**src/etc_cfg.svh**
```systemverilog
// Purpose: offsets, field positions, reset values and timing counts of the elapsed time counter
// Assumes: 10 MHz reference clock, APB byte addresses on 8 bits
// Notes: included by bare name from the design files
`ifndef ETC_CFG_SVH
`define ETC_CFG_SVH

// register byte offsets
`define ETC_OFF_CTRL 8'h00
`define ETC_OFF_LIMIT 8'h04
`define ETC_OFF_CMD 8'h08
`define ETC_OFF_LIVE 8'h0C
`define ETC_OFF_CAPT 8'h10
`define ETC_OFF_STATUS 8'h14
`define ETC_OFF_MASK 8'h18
`define ETC_OFF_STATE 8'h1C

// control field positions
`define ETC_CTRL_ACTIVE 0
`define ETC_CTRL_TICKSRC 1
`define ETC_CTRL_BEGIN_LSB 4
`define ETC_CTRL_BEGIN_MSB 5
`define ETC_CTRL_CLEAR_LSB 8
`define ETC_CTRL_CLEAR_MSB 9
`define ETC_CMD_CLEAR 0

// status and mask bit positions
`define ETC_ST_LIMIT 0
`define ETC_ST_END 1
`define ETC_ST_BEGIN 2

// reset values
`define ETC_CTRL_RST 32'h0000_0000
`define ETC_LIMIT_RST 32'hFFFF_FFFF
`define ETC_MASK_RST 3'h0

// timing: the microsecond tick derived from the reference clock
`define ETC_CLK_NS 100
`define ETC_TICK_NS 1000
`define ETC_TICK_CYCLES (`ETC_TICK_NS / `ETC_CLK_NS)

`endif

```
**src/etc_pkg.sv**
```systemverilog
// Purpose: types shared by the elapsed time counter modules
// Assumes: nothing beyond plain SystemVerilog
// Notes: encodings of the source selects are the order of the enum
package etc_pkg;

   // event choices for both begin and clear selection
   typedef enum logic [1:0] {
      SRC_OFF,
      SRC_EXP_BEGIN,
      SRC_EXP_FINISH,
      SRC_LIMIT
   } etc_src_e;

   // counting period states
   typedef enum logic [1:0] {
      ST_IDLE,
      ST_WAIT,
      ST_COUNT,
      ST_HALT
   } etc_state_e;

endpackage : etc_pkg

```
**src/etc_counter.sv**
```systemverilog
// Purpose: elapsed time counter between two selectable camera events, APB slave
// Assumes: one 10 MHz clock, synchronous active-low reset, event inputs synchronous
// Notes: APB answers with one wait state; all outputs are registered
//
// Register access over APB and the address map were left to the implementer.
`include "etc_cfg.svh"

module etc_counter
   import etc_pkg::*;
#(
   parameter int CNT_W = 32,
   parameter int TICK_DIV = `ETC_TICK_CYCLES
) (
   input wire logic ref_clk,
   input wire logic reset_n,
   input wire logic psel,
   input wire logic penable,
   input wire logic pwrite,
   input wire logic [7:0] paddr,
   input wire logic [31:0] pwdata,
   output logic pready,
   output logic [31:0] prdata,
   output logic pslverr,
   input wire logic exposureBeginEvent,
   input wire logic exposureFinishEvent,
   input wire logic externalIncrement,
   output logic countLimitEvent,
   output logic irq
);
   logic [31:0] ctrl;
   logic [CNT_W-1:0] countLimit;
   logic [CNT_W-1:0] liveCount;
   logic [CNT_W-1:0] capturedCount;
   logic [2:0] status;
   logic [2:0] mask;
   etc_state_e state;
   logic extPrev;

   logic [31:0] next_ctrl;
   logic [CNT_W-1:0] next_countLimit;
   logic [CNT_W-1:0] next_liveCount;
   logic [CNT_W-1:0] next_capturedCount;
   logic [2:0] next_status;
   logic [2:0] next_mask;
   etc_state_e next_state;
   logic next_pready;
   logic [31:0] next_prdata;
   logic next_pslverr;
   logic next_countLimitEvent;
   logic next_irq;

   logic active;
   logic tickSourceSelect;
   etc_src_e beginSel;
   etc_src_e clearSel;
   logic tickUs;
   logic tick;
   logic beginHit;
   logic clearHit;
   logic accessCycle;
   logic commit;
   logic wrCommit;
   logic mapped;
   logic swClear;
   logic limitHit;
   logic periodEnd;
   logic periodBegin;
   logic [CNT_W-1:0] incCount;
   logic [31:0] readValue;

   // decoded control fields
   assign active = ctrl[`ETC_CTRL_ACTIVE];
   assign tickSourceSelect = ctrl[`ETC_CTRL_TICKSRC];
   assign beginSel = etc_src_e'(ctrl[`ETC_CTRL_BEGIN_MSB:`ETC_CTRL_BEGIN_LSB]);
   assign clearSel = etc_src_e'(ctrl[`ETC_CTRL_CLEAR_MSB:`ETC_CTRL_CLEAR_LSB]);

   // tick only runs while the counter is active, so the first tick is a full microsecond away
   etc_tick_gen #(
      .DIV(TICK_DIV)
   ) u_tick (
      .ref_clk(ref_clk),
      .reset_n(reset_n),
      .enable(active),
      .tick(tickUs)
   );

   etc_event_pick u_pick (
      .ref_clk(ref_clk),
      .reset_n(reset_n),
      .eventLevel({exposureFinishEvent, exposureBeginEvent}),
      .beginSel(beginSel),
      .clearSel(clearSel),
      .beginHit(beginHit),
      .clearHit(clearHit)
   );

   // increment source: internal tick or a rising edge of the external line
   assign tick = tickSourceSelect ? (externalIncrement & ~extPrev) : tickUs;
   assign incCount = liveCount + CNT_W'(1);

   // apb phases: the answer comes one cycle into the access phase
   assign accessCycle = psel & penable & ~pready;
   assign commit = psel & penable & pready;
   assign wrCommit = commit & pwrite;
   assign mapped = (paddr == `ETC_OFF_CTRL) || (paddr == `ETC_OFF_LIMIT) || (paddr == `ETC_OFF_CMD)
      || (paddr == `ETC_OFF_LIVE) || (paddr == `ETC_OFF_CAPT) || (paddr == `ETC_OFF_STATUS)
      || (paddr == `ETC_OFF_MASK) || (paddr == `ETC_OFF_STATE);
   assign swClear = wrCommit & (paddr == `ETC_OFF_CMD) & pwdata[`ETC_CMD_CLEAR];

   // read mux, unmapped addresses read zero
   always_comb begin
      readValue = 32'h0000_0000;
      case (paddr)
         `ETC_OFF_CTRL: readValue = ctrl;
         `ETC_OFF_LIMIT: readValue = 32'(countLimit);
         `ETC_OFF_LIVE: readValue = 32'(liveCount);
         `ETC_OFF_CAPT: readValue = 32'(capturedCount);
         `ETC_OFF_STATUS: readValue = {29'h0000_0000, status};
         `ETC_OFF_MASK: readValue = {29'h0000_0000, mask};
         `ETC_OFF_STATE: readValue = {30'h0000_0000, state};
         default: readValue = 32'h0000_0000;
      endcase
   end

   // counting period next values; a software clear outranks every event
   always_comb begin
      next_state = state;
      next_liveCount = liveCount;
      next_capturedCount = capturedCount;
      limitHit = 1'b0;
      periodEnd = 1'b0;
      periodBegin = 1'b0;
      if (!active) begin
         next_state = ST_IDLE;
      end else if (swClear) begin
         next_capturedCount = liveCount;
         next_liveCount = '0;
         next_state = ST_COUNT;
         periodEnd = 1'b1;
      end else begin
         unique case (state)
            ST_IDLE: begin
               // limit as begin source means free running from activation
               if (beginSel == SRC_LIMIT) begin
                  next_liveCount = '0;
                  next_state = ST_COUNT;
                  periodBegin = 1'b1;
               end else if (beginSel == SRC_OFF) begin
                  next_state = ST_HALT;
               end else begin
                  next_state = ST_WAIT;
               end
            end
            ST_WAIT: begin
               if (beginHit) begin
                  next_liveCount = '0;
                  next_state = ST_COUNT;
                  periodBegin = 1'b1;
               end
            end
            ST_COUNT: begin
               if (clearHit) begin
                  next_capturedCount = liveCount;
                  next_liveCount = '0;
                  next_state = ST_HALT;
                  periodEnd = 1'b1;
               end else if (tick) begin
                  if (incCount == countLimit) begin
                     limitHit = 1'b1;
                     next_capturedCount = incCount;
                     next_liveCount = '0;
                     next_state = (beginSel == SRC_LIMIT) ? ST_COUNT : ST_HALT;
                     periodEnd = 1'b1;
                  end else begin
                     next_liveCount = incCount;
                  end
               end
            end
            ST_HALT: begin
               next_state = ST_HALT;
            end
         endcase
      end
   end

   // register file next values; a hardware set wins over a write-one clear
   always_comb begin
      next_ctrl = ctrl;
      next_countLimit = countLimit;
      next_mask = mask;
      next_status = status;
      if (wrCommit && paddr == `ETC_OFF_CTRL) begin
         next_ctrl = pwdata;
      end
      if (wrCommit && paddr == `ETC_OFF_LIMIT) begin
         next_countLimit = pwdata[CNT_W-1:0];
      end
      if (wrCommit && paddr == `ETC_OFF_MASK) begin
         next_mask = pwdata[2:0];
      end
      if (wrCommit && paddr == `ETC_OFF_STATUS) begin
         next_status = status & ~pwdata[2:0];
      end
      next_status[`ETC_ST_LIMIT] = next_status[`ETC_ST_LIMIT] | limitHit;
      next_status[`ETC_ST_END] = next_status[`ETC_ST_END] | periodEnd;
      next_status[`ETC_ST_BEGIN] = next_status[`ETC_ST_BEGIN] | periodBegin;
      next_irq = |(next_status & next_mask);
      next_countLimitEvent = limitHit;
      next_pready = accessCycle;
      next_prdata = (accessCycle && !pwrite) ? readValue : prdata;
      next_pslverr = accessCycle & ~mapped;
   end

   // all state and outputs registered here
   always_ff @(posedge ref_clk) begin
      if (!reset_n) begin
         ctrl <= `ETC_CTRL_RST;
         countLimit <= CNT_W'(`ETC_LIMIT_RST);
         mask <= `ETC_MASK_RST;
         status <= 3'h0;
         state <= ST_IDLE;
         liveCount <= '0;
         capturedCount <= '0;
         extPrev <= 1'b0;
         pready <= 1'b0;
         prdata <= 32'h0000_0000;
         pslverr <= 1'b0;
         countLimitEvent <= 1'b0;
         irq <= 1'b0;
      end else begin
         ctrl <= next_ctrl;
         countLimit <= next_countLimit;
         mask <= next_mask;
         status <= next_status;
         state <= next_state;
         liveCount <= next_liveCount;
         capturedCount <= next_capturedCount;
         extPrev <= externalIncrement;
         pready <= next_pready;
         prdata <= next_prdata;
         pslverr <= next_pslverr;
         countLimitEvent <= next_countLimitEvent;
         irq <= next_irq;
      end
   end
endmodule // etc_counter

```
**src/etc_event_pick.sv**
```systemverilog
// Purpose: rising-edge detection of camera events and begin/clear selection
// Assumes: event inputs are levels synchronous to ref_clk
// Notes: the limit choice is resolved by the counter itself, so it picks nothing here
module etc_event_pick
   import etc_pkg::*;
(
   input wire logic ref_clk,
   input wire logic reset_n,
   input wire logic [1:0] eventLevel,
   input etc_src_e beginSel,
   input etc_src_e clearSel,
   output logic beginHit,
   output logic clearHit
);
   logic [1:0] prevLevel;
   logic [1:0] rise;

   // one edge detector per event line
   genvar i;
   generate
      for (i = 0; i < 2; i++) begin : g_edge
         always_ff @(posedge ref_clk) begin
            if (!reset_n) begin
               prevLevel[i] <= 1'b0;
            end else begin
               prevLevel[i] <= eventLevel[i];
            end
         end
         assign rise[i] = eventLevel[i] & ~prevLevel[i];
      end
   endgenerate

   // map the selections onto the edges
   always_comb begin
      beginHit = (beginSel == SRC_EXP_BEGIN) ? rise[0] : (beginSel == SRC_EXP_FINISH) ? rise[1] : 1'b0;
      clearHit = (clearSel == SRC_EXP_BEGIN) ? rise[0] : (clearSel == SRC_EXP_FINISH) ? rise[1] : 1'b0;
   end
endmodule // etc_event_pick

```
**src/etc_tick_gen.sv**
```systemverilog
// Purpose: one-cycle microsecond tick from the reference clock
// Assumes: DIV reference cycles make one microsecond
// Notes: runs free while enabled, restarts its phase when disabled
module etc_tick_gen #(
   parameter int DIV = `ETC_TICK_CYCLES
) (
   input wire logic ref_clk,
   input wire logic reset_n,
   input wire logic enable,
   output logic tick
);
   localparam int CW = (DIV > 1) ? $clog2(DIV) : 1;
   localparam logic [CW-1:0] LAST = CW'(DIV - 1);

   logic [CW-1:0] phase;
   logic [CW-1:0] next_phase;
   logic next_tick;

   // divider next values
   always_comb begin
      next_phase = phase;
      next_tick = 1'b0;
      if (!enable) begin
         next_phase = '0;
      end else if (phase == LAST) begin
         next_phase = '0;
         next_tick = 1'b1;
      end else begin
         next_phase = phase + CW'(1);
      end
   end

   // divider registers
   always_ff @(posedge ref_clk) begin
      if (!reset_n) begin
         phase <= '0;
         tick <= 1'b0;
      end else begin
         phase <= next_phase;
         tick <= next_tick;
      end
   end
endmodule // etc_tick_gen

```
**config.mk**
```make
export PLATFORM = sky130hd
export DESIGN_NAME = etc_counter
export DESIGN_NICKNAME = d
export VERILOG_FILES = /design/src/etc_pkg.sv /design/src/etc_counter.sv /design/src/etc_event_pick.sv /design/src/etc_tick_gen.sv
export VERILOG_INCLUDE_DIRS = /design/src /design/src/src
export SDC_FILE = /design/constraint.sdc
export NUM_CORES = 1
export LEC_CHECK = 0
export BUFFER_PORTS_ARGS = -buffer_cell sky130_fd_sc_hd__buf_2
export CAP_MARGIN = 40
export CORE_MARGIN = 8
export CORE_UTILIZATION = 35
export CTS_BUF_LIST = sky130_fd_sc_hd__clkbuf_2 sky130_fd_sc_hd__clkbuf_4 sky130_fd_sc_hd__clkbuf_8
export CTS_CLUSTER_SIZE = 24
export DETAILED_ROUTE_END_ITERATION = 8
export MAX_ROUTING_LAYER = met4
export PLACE_DENSITY = 0.6
export SYNTH_ARGS = -nofsm -noshare
export SYNTH_HDL_FRONTEND = slang
export SYNTH_SLANG_ARGS = --single-unit
```
**constraint.sdc**
```tcl
create_clock -name ref_clk -period 4.8 [get_ports ref_clk]
set_input_delay 0.96 -clock ref_clk [delete_from_list [all_inputs] [get_ports ref_clk]]
set_output_delay 0.96 -clock ref_clk [all_outputs]
set_load 0.1 [all_outputs]
```
# After elaboration in Yosys (flattened, before gate mapping)
# Index checks and enable logic that the tools add are counted.
dict set report totals {
  out_inout_bits 36
  wordCells 140
  register_bits 180
  in_bits 48
}
dict set report op_classes {
  n_bitwise 23
  eq_ne 24
  n_addsub 2
  mux 45
  reduce_logical 28
}
# operator n
set ops {}
lappend ops {{$mux W32} 11}
lappend ops {{$pmux W32 S7} 1}
lappend ops {{$pmux W32 S3} 1}
lappend ops {{$add A32 B1 Y32 const B} 1}
lappend ops {{$eq A32 B32 Y1} 1}
lappend ops {{$eq A8 B5 Y1 const B} 4}
lappend ops {{$mux W1} 21}
lappend ops {{$eq A8 B4 Y1 const B} 2}
lappend ops {{$mux W2} 7}
lappend ops {{$ne A3 B3 Y1 const B} 4}
lappend ops {{$and A1 B1 Y1} 10}
lappend ops {{$eq A2 B2 Y1 const B} 5}
lappend ops {{$reduce_or A3 Y1} 3}
lappend ops {{$eq A8 B3 Y1 const B} 1}
lappend ops {{$logic_not A8 Y1} 1}
lappend ops {{$ne A4 B4 Y1 const B} 2}
lappend ops {{$pmux W2 S4} 1}
lappend ops {{$logic_or A1 B1 Y1} 7}
lappend ops {{$not A1 Y1} 7}
lappend ops {{$and A3 B3 Y3} 2}
lappend ops {{$eq A2 B1 Y1 const B} 3}
lappend ops {{$mux W3} 2}
lappend ops {{$reduce_and A3 Y1} 2}
lappend ops {{$reduce_bool A3 Y1} 2}
lappend ops {{14 further kinds} 21}

# Depth between registers and ports, before layout
dict set report logic_depth {
  word_depth 11
  mapped_depth 14
}

# Cells and area by module
# From an unflattened synthesis, not the netlist that was laid out.
dict set report unflattened {
  cells_unflattened 1232
  area_unflattened_um2 10176.0
}
# mod instances area_per_inst_um2 cells_per_inst
set by_module_without_submodules {}
lappend by_module_without_submodules {etc_counter 1 9860.7 1201}
lappend by_module_without_submodules {etc_tick_gen 1 203.9 19}
lappend by_module_without_submodules {etc_event_pick 1 111.4 12}

# Least setup slack after synthesis
# OpenSTA, ideal clock, no wires.
dict set report synth_timing {
  path_type {input to register}
  from {input paddr[6]}
  to {register liveCount[18]}
  cell_stages 12
  required_ns 4.683
  path_buffers 3
  slack_ns 1.050
  arrival_time_ns 3.633
  path_cell_list {or4_1 nor2_1 nand2_1 nor3_1 nand2b_1 clkbuf_1 nor2_1 and2_1 buf_2 o21ai_2 buf_2 nor2_1}
}
dict set report synth_between {
  elab_chain_len 5
  elab_cells_between_ends 9
  cone_classes {eq/ne (4); mux (1); bitwise (2); reduce/logical (2)}
}
# item line_no
set synth_rtl {}
lappend synth_rtl {{from (decl)} etc_counter.sv:19} ;# input wire logic [7:0] paddr,
lappend synth_rtl {{$eq A8 B4 Y1 (no source line) *} --}
lappend synth_rtl {{$and A1 B1 Y1 * (2 in a row)} etc_counter.sv:108} ;# assign swClear = wrCommit & (paddr == `ETC_OFF_CMD) & pwdata[`ETC_CMD_CLEAR];
lappend synth_rtl {{$ne A4 B4 Y1 (no source line), or another cell as far along} --}
lappend synth_rtl {{$reduce_and A5 Y1 (no source line)} --}
lappend synth_rtl {{to (signal assigned)} etc_counter.sv:236} ;# liveCount <= next_liveCount;
lappend synth_rtl {{to (decl)} etc_counter.sv:32} ;# logic [CNT_W-1:0] liveCount;
# Mark *: on every way between the ends. The rest lies on a longest branch, timed or not.
# A chain may end at the register's enable or synchronous reset.

# Final worst setup path
dict set report layout_timing {
  from {register liveCount[0]}
  to {register capturedCount[17]}
}
dict set report layout_between {
  elab_chain_len 6
  elab_cells_between_ends 9
  cone_classes {add/sub (1); eq/ne (1); mux (5); reduce/logical (2)}
}
# item line_no
set layout_rtl {}
lappend layout_rtl {{$add A32 B1 Y32 *} etc_counter.sv:99} ;# assign incCount = liveCount + CNT_W'(1);
lappend layout_rtl {{branches (longest 5 deep; another with $eq A32 B32 Y1)} --}
lappend layout_rtl {{to (signal assigned)} etc_counter.sv:237} ;# capturedCount <= next_capturedCount;
lappend layout_rtl {{to (decl)} etc_counter.sv:33} ;# logic [CNT_W-1:0] capturedCount;
# Every way passes the cells marked *. The select of a mux whose other input is x is not followed.

==> results.md <==
* Status: finished clean
* Final worst slack at between 0.6 and 0.7 ns
* WL final at ~30 mm
* # fillers at approximately 2.9k
* Cell Pwr Density at roughly 260 nW/um2
* Post-route ant nets at 0
* Cts hold-fix bufs at 0
* Core area at between 20000 and 30000 um2
* CP arrival at roughly 4.5 ns
* Drt wl/cell at ~18 um
* Remaining Overflow, GRT at 0
* Ratio of cells with drive above 1 in the final layout at between 15 and 20%
* Critical Path Source: liveCount[0]$_SDFFE_PN0P_
* Net Count, Synth at 1311
* Max_cap viols at 0
* CTS Buffer Depth at 2
* CTS clock-pin slew for the worst setup and hold paths at ~0.11 ns
* Drt first pass iters at 6
* Clock Latency Late Sink at just under 0.5 ns
* Ys flop type: dfxtp_1
* DIE AREA at 33300 um2
* Most frequent cell after synthesis: nand2_1
* Vias in the first global route at 8409
* Slew @ Worst Pin at between 0.7 and 0.8 ns
* Pin count of the biggest net entering global routing at 53
* Syn avg cell area at around 7.7 um2
* Final nets at approximately 1.3k
* GRT Overall Usage at 18.5%
* CP max-delay cell: or4_1
* Post-CTS Setup Repair Bufs at 0
* Seq/Total Area, Yosys at ~37%
* Top cell type by total area after synthesis: dfxtp_1
* Asr flop ratio synth at 0%
* Leakage at between 3 and 4 nW
* CP required at around 5.2 ns
* Yosys reg bits at 180
* Fmax at ~0.24 GHz
* Crit path max fanout at 43
* DRC viols at 0
* Synth cell types at 69
* Die Ht at 182 um
* Cells resized by post-CTS repair at 0
* First-pass GRT wire length at approximately 48 mm
* Final setup TNS at 0 ns
* Slew margin rel. at between 40% and 50%
* Tmin final at between 4 and 5 ns
* Initial antenna violation count at 2
* Post-synth top cells: nand2_1, dfxtp_1, nor2_1
* Final Hold Fails at 0
* RSZ-0062 raised after global routing: no
* Mapped Area at between 9000 and 10000 um2
* DP Wirelength at between 20 and 25 mm
* Power Total at ~2.8 mW
* Post-synth EDFFs at 0
* Clk sinks at between 150 and 200
* Tcrit/Tclk final at a little under nine tenths
* Num rows at ~60
* Setup violators final at 0
* Final Max Tran Viols at 0
* CTS Root Cell: clkbuf_8
* H-tree depth at 4
* CP Cell Sequence: ha_1, nand3_1, or4_1, nor2_1, a41o_1, o21ai_1, or3b_1, or4_1, a21oi_4, buf_12, nor2_1, a211oi_2
* Synth Warn # at 0
* Initial Util at a little over a third
* FF-to-FF Start: liveCount[0]$_SDFFE_PN0P_
* Post-place setup slack at about 0.7 ns
* Post-layout instance area at ~11000 um2
* Via density at roughly 5.2
* Area after DPL at slightly above 10000 um2
* TritonCTS clock tree: done
* Initial drt markers at around 640
* Max stage delay on crit path at about 0.67 ns
* Mapped Cells at around 1.3k
* Top cell type's share of synthesized area at between 30% and 40%
* Peak VDD IR at between 150 and 200 uV
* CP Launch Type: flip-flop
* Port Buffers at 83
* Min-delay src: ctrl[13]$_SDFFE_PN0P_
* Top post-synthesis cells by area: dfxtp_1, nand2_1, nor2_1
* Setup Skew at about 0.017 ns
* IO Count at 84
* Vias at just under 9k
* GPL Wtd Cong at roughly 0.95
* Die width at about 180 um
* TritonCTS buffer count at 17
* Crit Path Category: flip-flop to flip-flop
* Critical path capture point type: flip-flop
* Hold Path Class: flip-flop to flip-flop
* Area grow syn2layout at 11.6%
-- path summary, 6_finish.rpt --
kind | to | slack (ns) | cells after the start
setup / recovery | capturedCount[17]$_SDFFE_PN0P_ | 0.70 | 12
hold / removal | ctrl[13]$_SDFFE_PN0P_ | 0.46 | 2
setup reg to reg | capturedCount[17]$_SDFFE_PN0P_ | 0.70 | 12
hold reg to reg | ctrl[13]$_SDFFE_PN0P_ | 0.46 | 2
-- flip-flops by register name, summed over array words and instances, names as in the netlist, 2 cells and up --
signal and flops:
capturedCount 32, countLimit 32, ctrl 32, liveCount 32, prdata 32, u_tick.phase 4
mask 3, status 3, state 2, u_pick.prevLevel 2
-- metal layers --
metal,GRT usage (%),vias to the layer above,wire [um]
met5,-,-,0
met4,6.00,0,722
met3,3.64,57,1810
met2,28.5,249,13400
met1,24.1,4153,14100
li1,-,4327,-
-- critical path: cells and delay by family (launching register included) --
kind / cells / cell delay (ns)
AND/OR/NAND/NOR: 6 / 2.12
AO/OA/AOI/OAI: 4 / 0.79
buffers and inverters: 1 / 0.25
flip-flops: 1 / 0.51
adder cells (fa/ha/maj): 1 / 0.31
-- power breakdown --
group	switching, mW	leakage [nW]	internal, mW
clock	0.666	0.225	0.501
sequential	0.000656	1.45	1.49
combinational	0.0855	2.15	0.0368
-- metrics by stage --
stage / instances / hold slack (ns) / utilization (%)
after detailed placement: 1640 / 0.450 / 37.6
after CTS: 1672 / 0.466 / 39.2
final: 1674 / 0.464 / 39.3
after global placement: 1640 / 0.442 / 37.6
after floorplan: 1257 / 0.433 / -
after global routing: 1674 / 0.477 / 39.3
-- logic make-up (layout without fill, tap and decap cells) --
kind of cell    after synthesis  after routing  share of synthesized area (%)
compound gates              224            224                           15.7
simple gates                589            589                           27.3
xor+xnor                     99             99                           8.94
buf+inv                     118            155                           5.50
fa+ha+maj                     6              6                          0.774
other cells                   0              2                              0
mux                          41             41                           4.70
flops                       180            180                           37.2
-- cell type report --
type | instances | area, um2 | share of cell area [%]
multi-input combinational | 959 | 5580 | 51.6
sequential | 180 | 3600 | 33.3
timing repair buffer | 112 | 671 | 6.20
tap | 378 | 473 | 4.37
clock buffer | 17 | 234 | 2.16
clock inverter | 15 | 211 | 1.95
inverter | 11 | 43.8 | 0.405
antenna | 2 | 5.00 | 0.0463
-- placed cells by master (no fill, tap or decap), types with 33 or more instances in the layout --
cell type	count
nand3_1	61
a21oi_1	78
nor2_1	159
buf_2	83
o21ai_0	40
a22oi_1	33
nand2_1	244
xor2_1	35
dfxtp_1	180
xnor2_1	64
Power figures use the tool's default switching activity.
